[src/rtl/tdm_pkg.sv]
// Package for the transmit drive activity monitor
package tdm_pkg;

    // Inactivity window length in bit periods
    localparam int unsigned WINDOW_BITS = 128;
    // Width of the inactivity counter (holds 0..WINDOW_BITS)
    localparam int unsigned CNT_W = 8;
    localparam logic [CNT_W-1:0] CNT_RESET = 8'h00;
    localparam logic [CNT_W-1:0] CNT_LIMIT = 8'h80;

    // Monitoring source select encoding
    typedef enum logic {
        TDM_SRC_EXTERNAL = 1'b0,
        TDM_SRC_INTERNAL = 1'b1
    } tdm_src_e;

    // One pair of line polarity observations
    typedef struct packed {
        logic pos;  // Positive rail high
        logic neg;  // Negative rail high
    } tdm_rails_s;

endpackage

[src/rtl/tdm_monitor.sv]
// Transmit drive activity monitor for one line channel
`timescale 1ns/10ps

module tdm_monitor
    import tdm_pkg::*;
(
    input  wire logic       clk,             // System clock, 200 MHz
    input  wire logic       reset,           // Async reset, active high
    input  wire logic       bit_tick,        // One pulse per bit period
    input  wire logic       src_internal,    // 1 = internal tap source
    input  wire logic       line_out_pos,    // Internal tap, positive out
    input  wire logic       line_out_neg,    // Internal tap, negative out
    input  wire logic       monitor_pos_in,  // External monitor, positive
    input  wire logic       monitor_neg_in,  // External monitor, negative
    output logic            drive_fault_out  // High = no recent activity
);

    // ------------------------------------------------------------
    // Input synchronisers for the external monitor pins
    // ------------------------------------------------------------
    tdm_rails_s ext_meta_reg;   // First stage, read only by second
    tdm_rails_s ext_meta_next;  // Pins as they stand this cycle
    tdm_rails_s ext_sync_reg;   // Second stage, safe to use
    tdm_rails_s ext_sync_next;  // First stage moved one step on

    // Next values: pins enter stage one, stage one moves to two.
    // The pins are not tied to clk, so stage one may go metastable;
    // nothing but stage two reads it.
    always_comb begin
        ext_meta_next = '{pos: monitor_pos_in, neg: monitor_neg_in};
        ext_sync_next = ext_meta_reg;
    end

    // Two-stage capture of pins from outside the clock domain
    always_ff @(posedge clk or posedge reset) begin
        if (reset) begin
            ext_meta_reg <= '0;
            ext_sync_reg <= '0;
        end else begin
            ext_meta_reg <= ext_meta_next;
            ext_sync_reg <= ext_sync_next;
        end
    end

    // ------------------------------------------------------------
    // Source selection and pulse detection
    // ------------------------------------------------------------
    tdm_src_e   src_sel;        // Selected monitoring source
    tdm_rails_s obs;            // Rails seen by the monitor
    logic       pulse_seen;     // A bipolar pulse is present now
    logic       pulse_hold_reg; // Pulse caught since last bit tick
    logic       pulse_hold_next;

    assign src_sel = src_internal ? TDM_SRC_INTERNAL : TDM_SRC_EXTERNAL;

    // Pick rails; external pins have no path when internal selected.
    // The count is kept across a change of source, so a switch never
    // hides a quiet window that began on the other path.
    always_comb begin
        unique case (src_sel)
            TDM_SRC_INTERNAL: obs = '{pos: line_out_pos,
                                      neg: line_out_neg};
            TDM_SRC_EXTERNAL: obs = ext_sync_reg;
        endcase
    end

    // Either polarity counts: rails differ in one direction or other
    assign pulse_seen = obs.pos ^ obs.neg;

    // Stretch short pulses so none is lost between bit ticks.
    // A tick clears the stretch; a pulse in the tick cycle itself is
    // caught by the counter logic directly, so none falls in the gap.
    always_comb begin
        if (bit_tick) begin
            pulse_hold_next = 1'b0;
        end else begin
            pulse_hold_next = pulse_hold_reg | pulse_seen;
        end
    end

    always_ff @(posedge clk or posedge reset) begin
        if (reset) begin
            pulse_hold_reg <= 1'b0;
        end else begin
            pulse_hold_reg <= pulse_hold_next;
        end
    end

    // ------------------------------------------------------------
    // Inactivity counter and fault flag
    // ------------------------------------------------------------
    logic [CNT_W-1:0] quiet_cnt_reg;  // Bit periods without a pulse
    logic [CNT_W-1:0] quiet_cnt_next;
    logic             fault_reg;      // Registered fault output
    logic             fault_next;
    logic             activity;       // Pulse within this bit period

    assign activity = pulse_hold_reg | pulse_seen;

    // Count bit periods, clear on any pulse, saturate at the limit
    always_comb begin
        quiet_cnt_next = quiet_cnt_reg;
        fault_next     = fault_reg;
        if (bit_tick) begin
            if (activity) begin
                quiet_cnt_next = CNT_RESET;
                fault_next     = 1'b0;
            end else if (quiet_cnt_reg < CNT_LIMIT) begin
                quiet_cnt_next = quiet_cnt_reg + 8'h01;
                fault_next     = (quiet_cnt_reg + 8'h01)
                                 == CNT_LIMIT;
            end else begin
                fault_next     = 1'b1;
            end
        end
    end

    always_ff @(posedge clk or posedge reset) begin
        if (reset) begin
            quiet_cnt_reg <= CNT_RESET;
            fault_reg     <= 1'b0;
        end else begin
            quiet_cnt_reg <= quiet_cnt_next;
            fault_reg     <= fault_next;
        end
    end

    assign drive_fault_out = fault_reg;

    // ------------------------------------------------------------
    // Checks
    // ------------------------------------------------------------
    property p_fault_at_limit;
        @(posedge clk) disable iff (reset)
        (bit_tick && !activity && quiet_cnt_reg == CNT_LIMIT - 8'h01)
            |=> drive_fault_out;
    endproperty
    a_fault_at_limit: assert property (p_fault_at_limit)
        else $error("fault not raised after 128 quiet bits");

    property p_clear_on_pulse;
        @(posedge clk) disable iff (reset)
        (bit_tick && activity)
            |=> !drive_fault_out && quiet_cnt_reg == CNT_RESET;
    endproperty
    a_clear_on_pulse: assert property (p_clear_on_pulse)
        else $error("fault or counter not cleared by a pulse");

    property p_no_early_fault;
        @(posedge clk) disable iff (reset)
        (quiet_cnt_reg < CNT_LIMIT) |-> !drive_fault_out;
    endproperty
    a_no_early_fault: assert property (p_no_early_fault)
        else $error("fault raised before 128 quiet bits");

    property p_count_step;
        @(posedge clk) disable iff (reset)
        (bit_tick && !activity && quiet_cnt_reg < CNT_LIMIT)
            |=> quiet_cnt_reg == $past(quiet_cnt_reg) + 8'h01;
    endproperty
    a_count_step: assert property (p_count_step)
        else $error("quiet counter did not advance");

    property p_ext_ignored;
        @(posedge clk) disable iff (reset)
        src_internal |-> pulse_seen == (line_out_pos ^ line_out_neg);
    endproperty
    a_ext_ignored: assert property (p_ext_ignored)
        else $error("external pins influence internal monitoring");

    property p_hold_catch;
        @(posedge clk) disable iff (reset)
        (pulse_seen && !bit_tick) |=> pulse_hold_reg;
    endproperty
    a_hold_catch: assert property (p_hold_catch)
        else $error("pulse between ticks was lost");

    // A raised fault stays up while bit periods pass quietly
    property p_fault_stands;
        @(posedge clk) disable iff (reset)
        (bit_tick && !activity && drive_fault_out) |=> drive_fault_out;
    endproperty
    a_fault_stands: assert property (p_fault_stands)
        else $error("fault dropped with no pulse seen");

    // A fault only stands with a full quiet window behind it
    property p_fault_only_full;
        @(posedge clk) disable iff (reset)
        drive_fault_out |-> quiet_cnt_reg == CNT_LIMIT;
    endproperty
    a_fault_only_full: assert property (p_fault_only_full)
        else $error("fault high without a full quiet window");

    // Counter and fault move only on a bit tick
    property p_tick_only;
        @(posedge clk) disable iff (reset)
        !bit_tick |=> $stable(quiet_cnt_reg) && $stable(drive_fault_out);
    endproperty
    a_tick_only: assert property (p_tick_only)
        else $error("counter or fault moved between bit ticks");

    // External source reads the synchronised monitor pins
    property p_ext_path;
        @(posedge clk) disable iff (reset)
        !src_internal
            |-> pulse_seen == (ext_sync_reg.pos ^ ext_sync_reg.neg);
    endproperty
    a_ext_path: assert property (p_ext_path)
        else $error("external source not taken from monitor pins");

    // Counter never runs past the window length
    property p_cnt_bounded;
        @(posedge clk) disable iff (reset)
        quiet_cnt_reg <= CNT_LIMIT;
    endproperty
    a_cnt_bounded: assert property (p_cnt_bounded)
        else $error("quiet counter ran past the window");

endmodule

[config.mk]
export PLATFORM = sky130hd
export DESIGN_NAME = tdm_monitor
export DESIGN_NICKNAME = d
export VERILOG_FILES = /design/src/rtl/tdm_pkg.sv /design/src/rtl/tdm_monitor.sv
export SDC_FILE = /design/constraint.sdc
export NUM_CORES = 1
export LEC_CHECK = 0
export BUFFER_PORTS_ARGS = -buffer_cell sky130_fd_sc_hd__buf_2
export CORE_MARGIN = 2
export CORE_UTILIZATION = 45
export DETAILED_ROUTE_END_ITERATION = 8
export PLACE_DENSITY_LB_ADDON = 0.08
export SLEW_MARGIN = 20
export SYNTH_ARGS = -nofsm -noshare
export SYNTH_HDL_FRONTEND = slang
export SYNTH_SLANG_ARGS = --single-unit
[constraint.sdc]
create_clock -name clk -period 1.3 [get_ports clk]
set_clock_uncertainty 0.15 [all_clocks]
set_input_delay 0.13 -clock clk [delete_from_list [all_inputs] [get_ports clk]]
set_output_delay 0.13 -clock clk [all_outputs]
set_load 0.005 [all_outputs]
==> flow_metrics.py, run 1 <==
metrics = {
    "sta": {
        "max_slew_margin_pct": 64.80,
        "final-hold-violation-count": 0,
        "setup_violations": 10,
        "finalCriticalPeriod_ns": 1.467,
        "rsz0062_at_grt": "true",
        "min_period_over_period_pct": 112.9,
        "clock.fmax_mhz": 681.5,
        "fin_ws_ns": -0.1674,
        "finalMaxSlewViolations": 0,
        "worst_slew_pin_slew_ns": 0.5275,
    },
    "worst_setup_path": {
        "worst-path-buf-inv": 0,
        "crit_type": "register to register",
        "crit_path_max_incr_delay_ns": 0.40,
        "crit_chain": "xnor2_2 -> a22oi_4 -> nor2_4 -> a32o_2",
        "worstPathMaxFanout": 8,
        "crit_family": "compound AO/OA/AOI/OAI gates",
        "cp-end-kind": "register",
        "cp_slowest_cell": "dfrtp_1",
        "crit_path_start_kind": "register",
        "required_ns": 1.33,
        "cp_data_arrival_time_ns": 1.50,
    },
    "power_and_ir_drop": {
        "p_leak_nw": 0.4515,
        "p_comb_share_pct": 16.5,
        "switchingPower_uw": 234.5,
        "p_per_area_mw_per_mm2": 1026,
        "p_seq_share_pct": 49.4,
        "clkPwrFrac_pct": 34.2,
        "p_int_uw": 704.3,
        "switching_share_pct": 24.98,
        "ir_worst_vdd_mv": 0.5953,
    },
    "clocking": {
        "clk_pin_slew_ns": 0.09,
        "cts_root_buffer": "clkbuf_4",
        "cts_max_level": 1,
        "tritoncts": "done",
        "cts_made_buffers": 3,
        "clk_path_buf_depth": 2,
        "clock_latency_ns": 0.28,
        "cts.sinks": 14,
    },
    "final_layout": {
        "multi_input_area_um2": 335.3,
        "fin_cells": 103,
        "regArea_um2": 350.3,
        "largest_register_ffs": 8,
        "drive_above_1_share_pct": 35.23,
        "nets": 99,
        "area_growth_pct": 35.37,
        "fin_area_um2": 914.6,
        "num_antenna_cells": 0,
        "fill_cells": 102,
    },
    "floorplan": {
        "die_w_um": 42.75,
        "num_rows": 13,
        "coreArea_mm2": 0.001350,
        "io_pins": 9,
        "dieArea_mm2": 0.001828,
        "start_util_pct": 50.05,
        "fp.dieH_um": 42.75,
    },
    "global_route": {
        "grt_max_degree": 15,
        "antenna_found_initial": 0,
        "grt_first_pass_wirelength_um": 2242,
        "gr-usage-all-layers_pct": 16.83,
        "grt_pass1_vias": 499,
        "grt-ovfl-total": 0,
    },
    "placed_design": {
        "placedCellCount": 93,
        "placed_area_um2": 794.5,
        "place.gp.congestion": 0.7698,
        "post-dp-hpwl_um": 888.9,
        "portBuffers": 8,
    },
    "yosys": {
        "syn-num-nets": 72,
        "yosys.area.top_type": "dfrtp_1",
        "avgSynthCellArea_um2": 10.90,
        "yosys_warnings": 0,
        "synthDistinctLibCells": 22,
        "syn_area_um2": 675.6,
        "yosysSeqAreaShare_pct": 51.85,
        "synth-seq-cells": 14,
        "synth_cells": 62,
        "synth.top_cell.area_share_pct": 51.85,
        "synth_area_leaders": "dfrtp_1 (52%), a22o_1 (7.8%), ha_1 (3.7%)",
    },
    "route": {
        "drc": 0,
        "first_iter_violations": 18,
        "wl_um": 1318,
        "dr_total_vias": 550,
        "wire_per_inst_um": 12.80,
        "final_antenna_net_count": 0,
        "first_pass_iters": 4,
        "vias_per_cell": 5.340,
    },
    "outcome": {
        "violations": "setup timing",
        "status": "complete, but fails checks",
    },
    "flow_run": {
        "maxCapViolCount": 0,
    },
    "hold_path": {
        "hold_path_class": "primary input to register",
    },
}
==> Yosys cell counts <==
master,instances
a21oi_1,2
a22o_1,6
a22oi_4,1
a32o_2,1
and2_2,1
dfrtp_1,14
ha_1,2
inv_1,4
mux2i_1,1
nand2_1,4
nand3_1,2
nand4b_1,1
nor2_1,5
nor2_4,1
nor2b_1,4
nor3_1,2
nor3b_1,1
nor4_1,1
o21ai_1,5
o2bb2ai_1,1
o41ai_1,1
xnor2_1,2
==> worst register-to-register path: stages, from the launching register on <==
cell and delay, ns:
dfrtp_1 0.40, xnor2_2 0.15, a22oi_4 0.30, nor2_4 0.09, a32o_2 0.27
==> per-layer routing <==
layer | vias up | GRT usage (%) | wire (um)
li1 | 274 | - | -
met1 | 259 | 25.67 | 682
met2 | 12 | 21.21 | 554
met3 | 5 | 3.830 | 48
met4 | 0 | 9.375 | 33
met5 | - | 0 | 0
==> per-stage QoR <==
stage	total power [mW]	TNS [ns]	hold slack, ns	utilization, %	setup slack [ns]
2_1_floorplan	0.5475	-0.3026	-0.1308	-	-0.07877
3_3_place_gp	0.5969	-0.8169	0.03535	58.85	-0.1441
3_5_place_dp	0.5984	-0.8942	0.04962	58.85	-0.1480
4_1_cts	0.9257	-1.023	0.04556	64.50	-0.1609
5_1_grt	0.9828	-1.841	0.05899	67.75	-0.2286
6_report	0.9388	-1.225	0.05929	67.75	-0.1674
==> layout by cell type (no fill, tap or decap) <==
master,synthesis,layout
nor2b_2,0,1
nand2_1,4,4
nor2_1,5,4
a21oi_1,2,2
nor3b_2,0,1
o41ai_2,0,1
a22oi_4,1,1
buf_4,0,9
a32o_2,1,1
and2_2,1,1
dfrtp_1,14,14
buf_2,0,8
nor4_1,1,1
buf_6,0,1
clkbuf_4,0,3
nand4b_1,1,1
o21ai_1,5,5
nor2b_1,4,3
clkbuf_8,0,1
nor2_4,1,1
nand3_1,2,2
xnor2_2,0,1
a22o_1,6,6
o2bb2ai_1,1,1
inv_1,4,4
nor3_1,2,2
dlygate4sd3_1,0,4
mux2i_1,1,1
nor2_2,0,1
ha_1,2,2
xnor2_1,2,1
==> power by group through the flow <==
| stage | logic, mW | registers (mW) | clock network [mW] |
|---|---|---|---|
| 2_1_floorplan | 0.0723 | 0.475 | 0 |
| 3_3_place_gp | 0.126 | 0.471 | 0 |
| 3_5_place_dp | 0.128 | 0.471 | 0 |
| 4_1_cts | 0.138 | 0.462 | 0.326 |
| 5_1_grt | 0.170 | 0.466 | 0.347 |
| 6_report | 0.155 | 0.463 | 0.321 |
==> logic make-up after synthesis <==
logic type / after synthesis / synth area share (%)
xor gates and xnor gates: 2 / 2.593
and+or+nand+nor: 22 / 17.78
muxes: 1 / 1.482
adders and majority gates: 2 / 3.703
DFF: 14 / 51.85
buffers and inverters: 4 / 2.222
AOI/OAI and AO/OA: 17 / 20.37
==> cell type report <==
class / instances / area share [%]
flip-flops and latches: 14 / 38.30
well taps: 15 / 2.052
repair buffers: 22 / 17.37
clock buffers: 4 / 3.967
inverters: 4 / 1.642
multi-input cells: 44 / 36.66
==> final timing paths <==
path	start	to	slack [ns]	cells past startpoint
setup / recovery	ext_sync_reg[1]	quiet_cnt_reg[1]	-0.17	4
hold / removal	bit_tick	quiet_cnt_reg[7]	0.06	3
setup reg to reg	ext_sync_reg[1]	quiet_cnt_reg[1]	-0.17	4
hold reg to reg	ext_meta_reg[0]	ext_sync_reg[0]	0.21	0
max in group asynchronous	reset	quiet_cnt_reg[5]	0.38	3
min in group asynchronous	reset	quiet_cnt_reg[6]	0.27	3
==> what timing repair did <==
item / in CTS / in global routing
hold buffers: 4 / 0
resized for setup: 0 / 6
endpoints found under the hold margin: 17 / 0
endpoints found under the setup margin: 9 / 10
buffers inserted: 0 / 2
pin swaps: 0 / 2
(Power assumes the default switching activity.)
==> inputs of run 2 (changes only) <==
--- a/config.mk
+++ b/config.mk
@@ -7,8 +7,9 @@
 export LEC_CHECK = 0
 export BUFFER_PORTS_ARGS = -buffer_cell sky130_fd_sc_hd__buf_2
 export CORE_MARGIN = 2
-export CORE_UTILIZATION = 45
+export CORE_UTILIZATION = 48
 export DETAILED_ROUTE_END_ITERATION = 8
+export MAX_ROUTING_LAYER = met4
 export PLACE_DENSITY_LB_ADDON = 0.08
 export SLEW_MARGIN = 20
 export SYNTH_ARGS = -nofsm -noshare
==> run 2 against run 1 <==
The flow still finishes with violations (setup timing). Wire length down 2.3%. Clock power shrank 5%. Critical path depth unchanged. Cell area decreased by 1.6%. Cell count did not move. Via count shrank 0.91%. Worst setup slack worse by 0.018 ns. Sequential share of layout area grew 0.64 points.
==> flow_metrics.py, run 2 (synthesis results as in run 1) <==
metrics = {
    "power_and_ir_drop": {
        "p_leak_nw": 0.4391,
        "p_per_area_mw_per_mm2": 1018,
        "p_total_uw": 915.4,
        "ir_worst_vdd_mv": 0.7633,
    },
    "worst_setup_path": {
        "crit_type": "register to register",
        "cp_data_arrival_time_ns": 1.51,
        "required_ns": 1.32,
        "crit_path_max_incr_delay_ns": 0.40,
        "crit_path_start_kind": "register",
        "cp-end-kind": "register",
        "rrSetupSlack_ns": -0.18,
        "worstPathMaxFanout": 8,
        "crit_chain": "xnor2_2 -> a22oi_4 -> nor2_4 -> a32o_2",
        "cp_slowest_cell": "dfrtp_1",
    },
    "placed_design": {
        "post-dp-hpwl_um": 900.8,
        "place.gp.congestion": 0.7352,
        "portBuffers": 8,
        "placed_area_um2": 787.0,
    },
    "floorplan": {
        "die_w_um": 41.52,
        "coreArea_mm2": 0.001301,
        "io_pins": 9,
        "num_rows": 13,
        "fp.dieH_um": 41.52,
        "start_util_pct": 51.92,
        "dieArea_mm2": 0.001724,
    },
    "global_route": {
        "antenna_found_initial": 0,
        "grt-ovfl-total": 0,
        "grt_pass1_vias": 527,
        "grt_first_pass_wirelength_um": 2228,
        "grt_max_degree": 15,
        "gr-usage-all-layers_pct": 17.66,
    },
    "clocking": {
        "cts_root_buffer": "clkbuf_4",
        "clk_pin_slew_ns": 0.08,
        "tritoncts": "done",
        "cts_max_level": 1,
        "clk_path_buf_depth": 2,
        "clock_latency_ns": 0.28,
        "cts_made_buffers": 3,
        "cts.sinks": 14,
    },
    "sta": {
        "rsz0062_at_grt": "true",
        "worst_slew_pin_slew_ns": 0.5082,
        "min_period_over_period_pct": 114.2,
        "final-hold-violation-count": 0,
        "timing.hold.ws_ns": 0.04911,
        "fin_ws_ns": -0.1850,
        "max_slew_margin_pct": 66.08,
        "finalMaxSlewViolations": 0,
        "clock.fmax_mhz": 673.4,
        "setup_violations": 9,
        "finalCriticalPeriod_ns": 1.485,
    },
    "final_layout": {
        "nets": 99,
        "num_antenna_cells": 0,
        "largest_register_ffs": 8,
        "fin_area_um2": 899.6,
        "fill_cells": 114,
        "drive_above_1_share_pct": 32.95,
        "final_cell_mix": "dfrtp_1 (14), buf_4 (9), buf_2 (8)",
        "area_growth_pct": 33.15,
        "fin_util_pct": 69.13,
        "final_common_cell": "dfrtp_1",
    },
    "route": {
        "first_iter_violations": 9,
        "dr_total_vias": 545,
        "first_pass_iters": 4,
        "final_antenna_net_count": 0,
        "vias_per_cell": 5.291,
        "drc": 0,
        "wl_um": 1288,
        "wire_per_inst_um": 12.50,
    },
    "hold_path": {
        "hold_path_class": "primary input to register",
    },
    "flow_run": {
        "maxCapViolCount": 0,
    },
    "outcome": {
        "status": "complete, but fails checks",
        "violations": "setup timing",
    },
}
run 2: what timing repair did:
action	CTS	global route
hold endpoints to repair	17	0
resized for setup	0	4
setup buffers	2	1
pin swaps	1	1
hold buffers	4	0
endpoints found under the setup margin	9	9
run 2: worst max-delay path: cells and delay by family (launching register included):
kind,cells,cell delay (ns)
AO/OA/AOI/OAI,2,0.57
flip-flops,1,0.40
XOR/XNOR,1,0.16
AND/OR/NAND/NOR,1,0.10
run 2: area by class of cell:
cell class | count | area [um2] | share of cell area (%)
sequential | 14 | 350.3 | 38.94
multi-input combinational | 44 | 320.3 | 35.60
timing repair buffer | 22 | 158.9 | 17.66
clock buffer | 4 | 36.28 | 4.033
tap | 15 | 18.77 | 2.086
inverter | 4 | 15.01 | 1.669
run 2: stage by stage:
step | setup TNS, ns | setup WS (ns) | cells
2_1_floorplan | -0.3026 | -0.07877 | 62
5_1_grt | -1.713 | -0.2304 | 103
3_3_place_gp | -0.8152 | -0.1423 | 92
6_report | -1.229 | -0.1850 | 103
3_5_place_dp | -1.114 | -0.1810 | 92
4_1_cts | -1.234 | -0.1947 | 102
run 2: worst paths after layout:
path | end | startpoint | cells after the start
setup / recovery | quiet_cnt_reg[1] | ext_sync_reg[1] | 4
hold / removal | quiet_cnt_reg[7] | bit_tick | 3
setup reg to reg | quiet_cnt_reg[1] | ext_sync_reg[1] | 4
hold reg to reg | ext_sync_reg[0] | ext_meta_reg[0] | 0
max in group asynchronous | quiet_cnt_reg[2] | reset | 3
min in group asynchronous | ext_meta_reg[1] | reset | 3
run 2: report_power, final:
group          total, mW  internal, mW  leakage (nW)  switching, mW
logic              0.147        0.0759         0.235         0.0707
clock network      0.305         0.170        0.0210          0.134
registers          0.464         0.453         0.184         0.0110
total              0.915         0.700         0.439          0.216
run 2: routing by layer:
layer	routed length, um	global-route usage (%)	part of all wire [%]	up-vias
met5	0	-	0	-
met3	49	3.913	3.8	5
met4	35	11.61	2.7	0
met2	572	25.62	44	12
li1	-	-	-	276
met1	631	22.03	49	252
